File: config.mk
export PLATFORM = sky130hd
export DESIGN_NAME = aeq_ctrl
export DESIGN_NICKNAME = d
export VERILOG_FILES = /design/src/aeq_pkg.sv /design/src/aeq_ctrl.sv
export SDC_FILE = /design/constraint.sdc
export NUM_CORES = 1
export LEC_CHECK = 0
export ABC_AREA = 1
export BUFFER_PORTS_ARGS = -buffer_cell sky130_fd_sc_hd__clkbuf_2
export CORE_MARGIN = 2
export CORE_UTILIZATION = 51
export CTS_CLUSTER_SIZE = 40
export DETAILED_ROUTE_END_ITERATION = 12
export GPL_TIMING_DRIVEN = 0
export HOLD_SLACK_MARGIN = 0.15
export PLACE_DENSITY = 0.7
export SYNTH_ARGS = -nofsm -noshare
export SYNTH_HDL_FRONTEND = slang
export SYNTH_SLANG_ARGS = --single-unit
File: constraint.sdc
create_clock -name clk -period 2.8 [get_ports clk]
set_clock_uncertainty 0.05 [all_clocks]
set_input_delay 0.14 -clock clk [delete_from_list [all_inputs] [get_ports clk]]
set_output_delay 0.14 -clock clk [all_outputs]
set_load 0.02 [all_outputs]
File: src/aeq_pkg.sv
// constants and types shared by the adaptive equalizer search controller
package aeq_pkg;
  // register word indices; byte address is four times the index
  localparam logic [7:0] REG_CTL_IDX = 8'hd2;
  localparam logic [7:0] REG_STS_IDX = 8'hd3;
  localparam logic [7:0] REG_RNG_IDX = 8'hd5;
  localparam logic [7:0] REG_THR_IDX = 8'he0;
  localparam logic [7:0] REG_PSEL_IDX = 8'hf0;
  // equalizer_control fields
  localparam int CTL_RESTART_BIT = 0;
  localparam int CTL_FIRST_RST_BIT = 1;
  localparam int CTL_FLOOR_EN_BIT = 2;
  localparam int CTL_DWELL_LSB = 3;
  localparam int CTL_DWELL_W = 3;
  // equalizer_range_limits fields
  localparam int RNG_FLOOR_LSB = 0;
  localparam int RNG_CEIL_LSB = 4;
  // equalizer_setting_status fields
  localparam int STS_HOLD_BIT = 4;
  localparam int GAIN_W = 4;
  // values after reset
  localparam logic [7:0] CTL_RST = 8'h02;
  localparam logic [7:0] RNG_RST = 8'hf0;
  localparam logic [7:0] THR_RST = 8'h10;
  // dwell per gain code
  localparam int CLK_NS = 20;
  localparam int DWELL_NS = 2620000;
  localparam int DWELL_CYC = (DWELL_NS + CLK_NS - 1) / CLK_NS;
  // axi responses
  localparam logic [1:0] RESP_OKAY = 2'h0;
  localparam logic [1:0] RESP_SLVERR = 2'h2;
  typedef enum logic {AEQ_WAIT, AEQ_HOLD} aeq_st_t;
endpackage

File: src/aeq_ctrl.sv
// adaptive equalizer search controller for all receive ports with an axi4-lite register slave
`timescale 1ns/1ps
`default_nettype none
module aeq_ctrl #(
  parameter int NP = 4,
  parameter int AW = 12,
  parameter int unsigned DWELL_CYCLES = aeq_pkg::DWELL_CYC
) (
  input wire logic clk,
  input wire logic nrst,
  input wire logic [NP-1:0] cdr_lock,
  input wire logic [NP-1:0] link_err,
  output logic [NP*aeq_pkg::GAIN_W-1:0] eq_gain,
  output logic [NP-1:0] eq_holding,
  input wire logic [AW-1:0] s_axi_awaddr,
  input wire logic s_axi_awvalid,
  output logic s_axi_awready,
  input wire logic [31:0] s_axi_wdata,
  input wire logic [3:0] s_axi_wstrb,
  input wire logic s_axi_wvalid,
  output logic s_axi_wready,
  output logic [1:0] s_axi_bresp,
  output logic s_axi_bvalid,
  input wire logic s_axi_bready,
  input wire logic [AW-1:0] s_axi_araddr,
  input wire logic s_axi_arvalid,
  output logic s_axi_arready,
  output logic [31:0] s_axi_rdata,
  output logic [1:0] s_axi_rresp,
  output logic s_axi_rvalid,
  input wire logic s_axi_rready
);
  import aeq_pkg::*;

  localparam int CW = $clog2(DWELL_CYCLES + 1);
  localparam int PW = (NP > 1) ? $clog2(NP) : 1;

  typedef struct packed {
    aeq_st_t [NP-1:0] st;
    logic [NP-1:0][GAIN_W-1:0] code;
    logic [NP-1:0][CW-1:0] cnt;
    logic [NP-1:0][7:0] errc;
    logic [NP-1:0] first_seen;
    logic [NP-1:0][7:0] ctl;
    logic [NP-1:0][7:0] rng;
    logic [NP-1:0][7:0] thr;
    logic [PW-1:0] psel;
    logic aw_got;
    logic [7:0] aw_idx;
    logic w_got;
    logic [7:0] wdata;
    logic wen;
    logic bvalid;
    logic [1:0] bresp;
    logic rvalid;
    logic [31:0] rdata;
    logic [1:0] rresp;
  } aeq_state_t;

  aeq_state_t s_r;
  aeq_state_t s_nxt;

  // per-port helper terms derived from the registered state, then the shared bus write and read decode terms
  logic [NP-1:0][GAIN_W-1:0] start_w;
  logic [NP-1:0][GAIN_W-1:0] ceil_w;
  logic [NP-1:0][GAIN_W-1:0] adv_w;
  logic [NP-1:0][CW-1:0] lim_w;
  logic [NP-1:0] expire_w;
  logic [NP-1:0] half_w;
  logic [NP-1:0] err_hi_w;
  logic [NP-1:0] restart_w;
  logic [NP-1:0][7:0] ctl_eff;
  logic wr_fire;
  logic wr_ctl;
  logic ar_fire;
  logic [7:0] ar_idx;

  // a write is performed once both address and data are held and no response is pending
  assign wr_fire = s_r.aw_got && s_r.w_got && !s_r.bvalid;
  assign wr_ctl = wr_fire && s_r.wen && (s_r.aw_idx == REG_CTL_IDX);
  assign ar_fire = s_axi_arvalid && s_axi_arready;
  assign ar_idx = s_axi_araddr[9:2];

  genvar gp;
  generate
    for (gp = 0; gp < NP; gp++) begin : g_port
      // search starts at floor only when floor enable is set
      // a restarting control write may set floor enable too, so the new value must count at once
      assign ctl_eff[gp] = (wr_ctl && s_r.psel == PW'(gp)) ? s_r.wdata : s_r.ctl[gp];
      assign start_w[gp] = ctl_eff[gp][CTL_FLOOR_EN_BIT] ? s_r.rng[gp][RNG_FLOOR_LSB +: GAIN_W] : '0;
      assign ceil_w[gp] = s_r.rng[gp][RNG_CEIL_LSB +: GAIN_W];
      // past the ceiling wraps back to the start code
      assign adv_w[gp] = (s_r.code[gp] >= ceil_w[gp]) ? start_w[gp] : GAIN_W'(s_r.code[gp] + 1'b1);
      // dwell field halves the dwell per step, zero keeps the full default
      assign lim_w[gp] = CW'(DWELL_CYCLES >> s_r.ctl[gp][CTL_DWELL_LSB +: CTL_DWELL_W]);
      assign expire_w[gp] = (s_r.cnt[gp] >= CW'(lim_w[gp] - 1'b1));
      assign half_w[gp] = (s_r.cnt[gp] == CW'(lim_w[gp] >> 1));
      assign err_hi_w[gp] = s_r.errc[gp] > s_r.thr[gp];
      assign restart_w[gp] = wr_ctl && (s_r.psel == PW'(gp)) && s_r.wdata[CTL_RESTART_BIT];
      assign eq_gain[gp*GAIN_W +: GAIN_W] = s_r.code[gp];
      assign eq_holding[gp] = (s_r.st[gp] == AEQ_HOLD);

    end
  endgenerate

  // axi handshake outputs; one write and one read held at a time
  assign s_axi_awready = !s_r.aw_got && !s_r.bvalid;
  assign s_axi_wready = !s_r.w_got && !s_r.bvalid;
  assign s_axi_arready = !s_r.rvalid;
  assign s_axi_bvalid = s_r.bvalid;
  assign s_axi_bresp = s_r.bresp;
  assign s_axi_rvalid = s_r.rvalid;
  assign s_axi_rdata = s_r.rdata;
  assign s_axi_rresp = s_r.rresp;

  // next-state logic: bus slave, register updates and per-port search
  always_comb begin
    s_nxt = s_r;
    // write address and data may come in either order
    if (s_axi_awvalid && s_axi_awready) begin
      s_nxt.aw_got = 1'b1;
      s_nxt.aw_idx = s_axi_awaddr[9:2];
    end
    if (s_axi_wvalid && s_axi_wready) begin
      s_nxt.w_got = 1'b1;
      s_nxt.wdata = s_axi_wdata[7:0];
      s_nxt.wen = s_axi_wstrb[0];
    end
    if (s_r.bvalid && s_axi_bready) begin
      s_nxt.bvalid = 1'b0;
    end
    if (wr_fire) begin
      s_nxt.aw_got = 1'b0;
      s_nxt.w_got = 1'b0;
      s_nxt.bvalid = 1'b1;
      s_nxt.bresp = RESP_OKAY;
      // a write without lane 0 stores nothing but is still answered
      unique case (s_r.aw_idx)
        REG_CTL_IDX: begin
          if (s_r.wen) begin
            s_nxt.ctl[s_r.psel] = s_r.wdata & ~8'h01; // restart bit is a strobe and reads back zero
          end
        end
        REG_RNG_IDX: begin
          if (s_r.wen) begin
            s_nxt.rng[s_r.psel] = s_r.wdata;
          end
        end
        REG_THR_IDX: begin
          if (s_r.wen) begin
            s_nxt.thr[s_r.psel] = s_r.wdata;
          end
        end
        REG_PSEL_IDX: begin
          if (s_r.wen) begin
            s_nxt.psel = s_r.wdata[PW-1:0];
          end
        end
        REG_STS_IDX: begin
          s_nxt.bresp = RESP_OKAY; // read-only, writes ignored
        end
        default: begin
          s_nxt.bresp = RESP_SLVERR;
        end
      endcase
    end
    // read path: data registered one cycle after the address is taken
    if (s_r.rvalid && s_axi_rready) begin
      s_nxt.rvalid = 1'b0;
    end
    if (ar_fire) begin
      s_nxt.rvalid = 1'b1;
      s_nxt.rresp = RESP_OKAY;
      s_nxt.rdata = '0;
      unique case (ar_idx)
        REG_CTL_IDX: s_nxt.rdata[7:0] = s_r.ctl[s_r.psel];
        REG_STS_IDX: s_nxt.rdata[STS_HOLD_BIT:0] = {s_r.st[s_r.psel] == AEQ_HOLD, s_r.code[s_r.psel]};
        REG_RNG_IDX: s_nxt.rdata[7:0] = s_r.rng[s_r.psel];
        REG_THR_IDX: s_nxt.rdata[7:0] = s_r.thr[s_r.psel];
        REG_PSEL_IDX: s_nxt.rdata[PW-1:0] = s_r.psel;
        default: s_nxt.rresp = RESP_SLVERR;
      endcase
    end
    // independent search per receive port
    for (int p = 0; p < NP; p++) begin
      if (restart_w[p]) begin
        s_nxt.st[p] = AEQ_WAIT;
        s_nxt.code[p] = start_w[p];
        s_nxt.cnt[p] = '0;
        s_nxt.errc[p] = '0;
      end else begin
        unique case (s_r.st[p])
          AEQ_WAIT: begin
            s_nxt.cnt[p] = CW'(s_r.cnt[p] + 1'b1);
            if (link_err[p] && s_r.errc[p] != 8'hff) begin
              s_nxt.errc[p] = 8'(s_r.errc[p] + 1'b1);
            end
            if (half_w[p] && err_hi_w[p]) begin
              // too many errors in the first half: raise the gain early
              s_nxt.code[p] = adv_w[p];
              s_nxt.cnt[p] = '0;
              s_nxt.errc[p] = '0;
            end else if (expire_w[p]) begin
              s_nxt.cnt[p] = '0;
              s_nxt.errc[p] = '0;
              if (cdr_lock[p]) begin
                if (s_r.ctl[p][CTL_FIRST_RST_BIT] && !s_r.first_seen[p]) begin
                  // first lock may have come from an arbitrary code, so search once more
                  s_nxt.first_seen[p] = 1'b1;
                  s_nxt.code[p] = start_w[p];
                end else begin
                  s_nxt.st[p] = AEQ_HOLD;
                end
              end else begin
                s_nxt.code[p] = adv_w[p];
              end
            end
          end
          AEQ_HOLD: begin
            if (!cdr_lock[p]) begin
              s_nxt.st[p] = AEQ_WAIT;
              s_nxt.code[p] = adv_w[p];
              s_nxt.cnt[p] = '0;
              s_nxt.errc[p] = '0;
            end
          end
        endcase
      end
    end
  end

  // state register; reset is core digital reset and restarts every search at code zero
  always_ff @(posedge clk) begin
    if (!nrst) begin
      s_r <= '0;
      for (int p = 0; p < NP; p++) begin
        s_r.ctl[p] <= CTL_RST;
        s_r.rng[p] <= RNG_RST;
        s_r.thr[p] <= THR_RST;
      end
    end else begin
      s_r <= s_nxt;
    end
  end
endmodule
`default_nettype wire

==> results by group <==
Outcome
  – Status: finished, final reports clean

Power and ir drop
  – Combinational power share: roughly 8.6%
  – Peak VDD IR: around 0.50 mV
  – Net Sw Frac: between 20% and 30%
  – Leakage: 9.77 nW
  – Total power: approximately 8.7 mW
  – Clock Power Share: approximately 49%
  – Sequential Power Share: between 40 and 50%
  – Internal: around 6.5 mW
  – Net Switching: roughly 2.2 mW
  – Power density cells: between 400 and 500 mW/mm2

Layout
  – Layout Nets: 3,102
  – Post-route design area: 0.0206 mm2
  – Fraction of layout cells with a size suffix above 1: roughly 12%
  – Register area: 0.00500 mm2
  – Most common cell after layout, fill and taps aside: nand2_1
  – FILL cells: about 3,200
  – Synth-to-layout area growth: 19.0%
  – Most frequent cells in the layout: 636 x nand2_1, 336 x inv_1, 311 x nor2_1
  – Area of the multi-input gates: 0.0105 mm2

Place
  – PortBufs: between 70 and 80
  – Placer Congestion: 0.974
  – HPWL Detailed: around 42 mm
  – Placed Area: about 0.018 mm2

Worst setup path
  – Critical Path Source Type: primary input
  – Required time of the critical path: 3.27 ns
  – RR Startpoint: s_r[151]
  – CP Launch Point: nrst
  – CP Class: primary input to flip-flop
  – Worst Setup End Kind: flip-flop
  – Largest fanout on the critical path: 10
  – Arrival time at the worst endpoint: about 3.2 ns

Synthesis
  – Post-Syn Instances: between 2,000 and 3,000
  – Ys async rst share: 0%
  – Number of synthesized register bits: between 200 and 250
  – EDFF count, synth: 0
  – Top_reg_cell synth: dfxtp_1
  – Synth warnings: 0
  – Sequential fraction of the synthesis area: between 20% and 30%
  – Avg Cell Area, Syn: between 6 and 7 um2
  – Synth cell types: 55
  – Mapped cell area: 0.0173 mm2

Route
  – Avg WL per Cell: approximately 17 um
  – DRC: 0
  – ANT nets after route: 0
  – Starting DRT DRC Count: approximately 1,800
  – Via count: approximately 18,000
  – First drt pass iteration count: 6
  – Via density: between 5 and 6
  – Post-Route WL: about 57 mm

Floorplan
  – Row Count: 67
  – I/O pin total: between 100 and 150
  – Die W: about 190 um
  – Die area: around 0.035 mm2
  – Chip height: 188 um
  – Starting density of the core: 51.7%
  – Core area: 0.0334 mm2

Global route
  – Grt ovf: 0
  – Vias in the first global route: 16,800
  – Largest net degree at the start of global routing: 16
  – Gr busiest metal: met2
  – Global-route wire length before repair: around 88 mm
  – Met3 GRT Util: between 3 and 4%
  – M2 GR Usage: between 40% and 50%
  – Initial antenna violation count: 1
  – Met1 Use GR: a little over two fifths
  – Total Routing Usage GR: 30.9%

Clock tree
  – CTS root buffer: clkbuf_16
  – H-tree depth: 1
  – Clock Sinks: 249
  – CTS tree: done
  – CTS clk-pin slew, worst paths: about 0.070 ns
  – Longest Clk Path Bufs: 3
  – Cts bufs inserted: 30
  – Clk_lat worst skew: about 0.58 ns

STA
  – Crit path time final: 2.71 ns
  – Hold Slack: 0.210 ns
  – Slew headroom: 41.1%
  – Slew Limit Fails: 0
  – Setup TNS: 0 ns
  – Final setup viols: 0
  – Pin slew with the least headroom to its limit: roughly 0.88 ns
  – Fmax: ~0.37 GHz
  – Hold Vio Cnt, Final: 0
  – Period utilisation layout: 96.9%

Job
  – Maximum Capacitance Violations: 0

Hold path
  – Hold Crit Start: s_axi_araddr[5]
  – Hold Crit Class: primary input to flip-flop
## repair_timing
action | 4_1_cts | 5_1_grt
hold buffers | 57 | 0
gates resized for setup | 20 | 76
setup endpoints to repair | 93 | 100
buffers inserted | 6 | 33
endpoints found under the hold margin | 75 | 0
pin swaps | 2 | 14
## power by group through the flow
stage	logic, mW	registers (mW)	clock network, mW
2_1_floorplan	0.441	3.74	0
3_5_place_dp	0.637	3.77	0
3_3_place_gp	0.623	3.77	0
6_report	0.743	3.69	4.22
4_1_cts	0.718	3.69	4.27
5_1_grt	0.816	3.70	4.39
## area by class of cell
cell class              instances  area share (%)
well taps                     448            2.73
plain buffers                 133            4.15
repair buffers                169            5.97
clock inverters                14           0.937
clock buffers                  42            4.31
multi-input cells            1960            50.9
flip-flops and latches        249            24.3
diodes                          1          0.0122
inverters                     364            6.75
## path summary, 6_finish.rpt
path,to,slack (ns),cells past startpoint
worst max-delay path,s_r[49],0.09,7
worst min-delay path,s_axi_rdata[7],0.21,6
worst max register to register,s_r[189],0.09,16
worst min register to register,s_r[155],0.41,2
## sequential cells by signal, indices dropped and copies added (netlist names)
name / count
s_axi_rresp: 1
ceil_w: 16
eq_holding: 4
s_axi_rvalid: 1
s_axi_bresp: 1
s_r: 201
s_axi_rdata: 8
eq_gain: 16
s_axi_bvalid: 1
## worst max-delay path, stage by stage
cell and delay [ns]:
clkbuf_1 0.53, clkbuf_1 0.36, buf_1 0.61, o21ai_0 0.23
dlygate4sd3_1 0.62, nor2_1 0.11, dlygate4sd3_1 0.56
## logic make-up after synthesis
| logic type | Yosys count | synth area share, % |
|---|---|---|
| buf+inv | 497 | 12.5 |
| compound gates | 484 | 15.6 |
| fa+ha+maj | 120 | 8.69 |
| flops | 249 | 28.8 |
| simple gates | 1270 | 31.6 |
| xor+xnor | 56 | 2.84 |
| other cells | 1 | 0.0217 |
## layer usage
metal | part of all wire, % | wire (um) | up-vias
li1 | - | - | 9119
met1 | 45 | 25400 | 8440
met2 | 44 | 25000 | 718
met3 | 7.5 | 4250 | 126
met4 | 3.4 | 1950 | 0
met5 | 0 | 0 | -
## cell usage after synthesis, drive strengths merged, types with 22 or more instances
master	count	area (um2)
a21oi	209	1060
buf	83	602
clkbuf	50	189
dfxtp	249	4980
nand4	46	288
o21ai	157	786
nor3	26	140
xor2	51	447
ha	120	1500
nand3	158	851
o211ai	22	165
o22ai	42	263
nor2	335	1350
inv	358	1350
nand2	665	2550
## stage by stage
step / setup WS [ns] / std cells / utilization, %
floorplan: 0.374 / 2706 / -
global placement: -0.356 / 3227 / 54.8
detailed placement: -0.443 / 3227 / 54.8
CTS: 0.00407 / 3346 / 60.0
global route: -0.0699 / 3380 / 61.5
finish: 0.0879 / 3380 / 61.5
(Power assumes the default switching activity.)
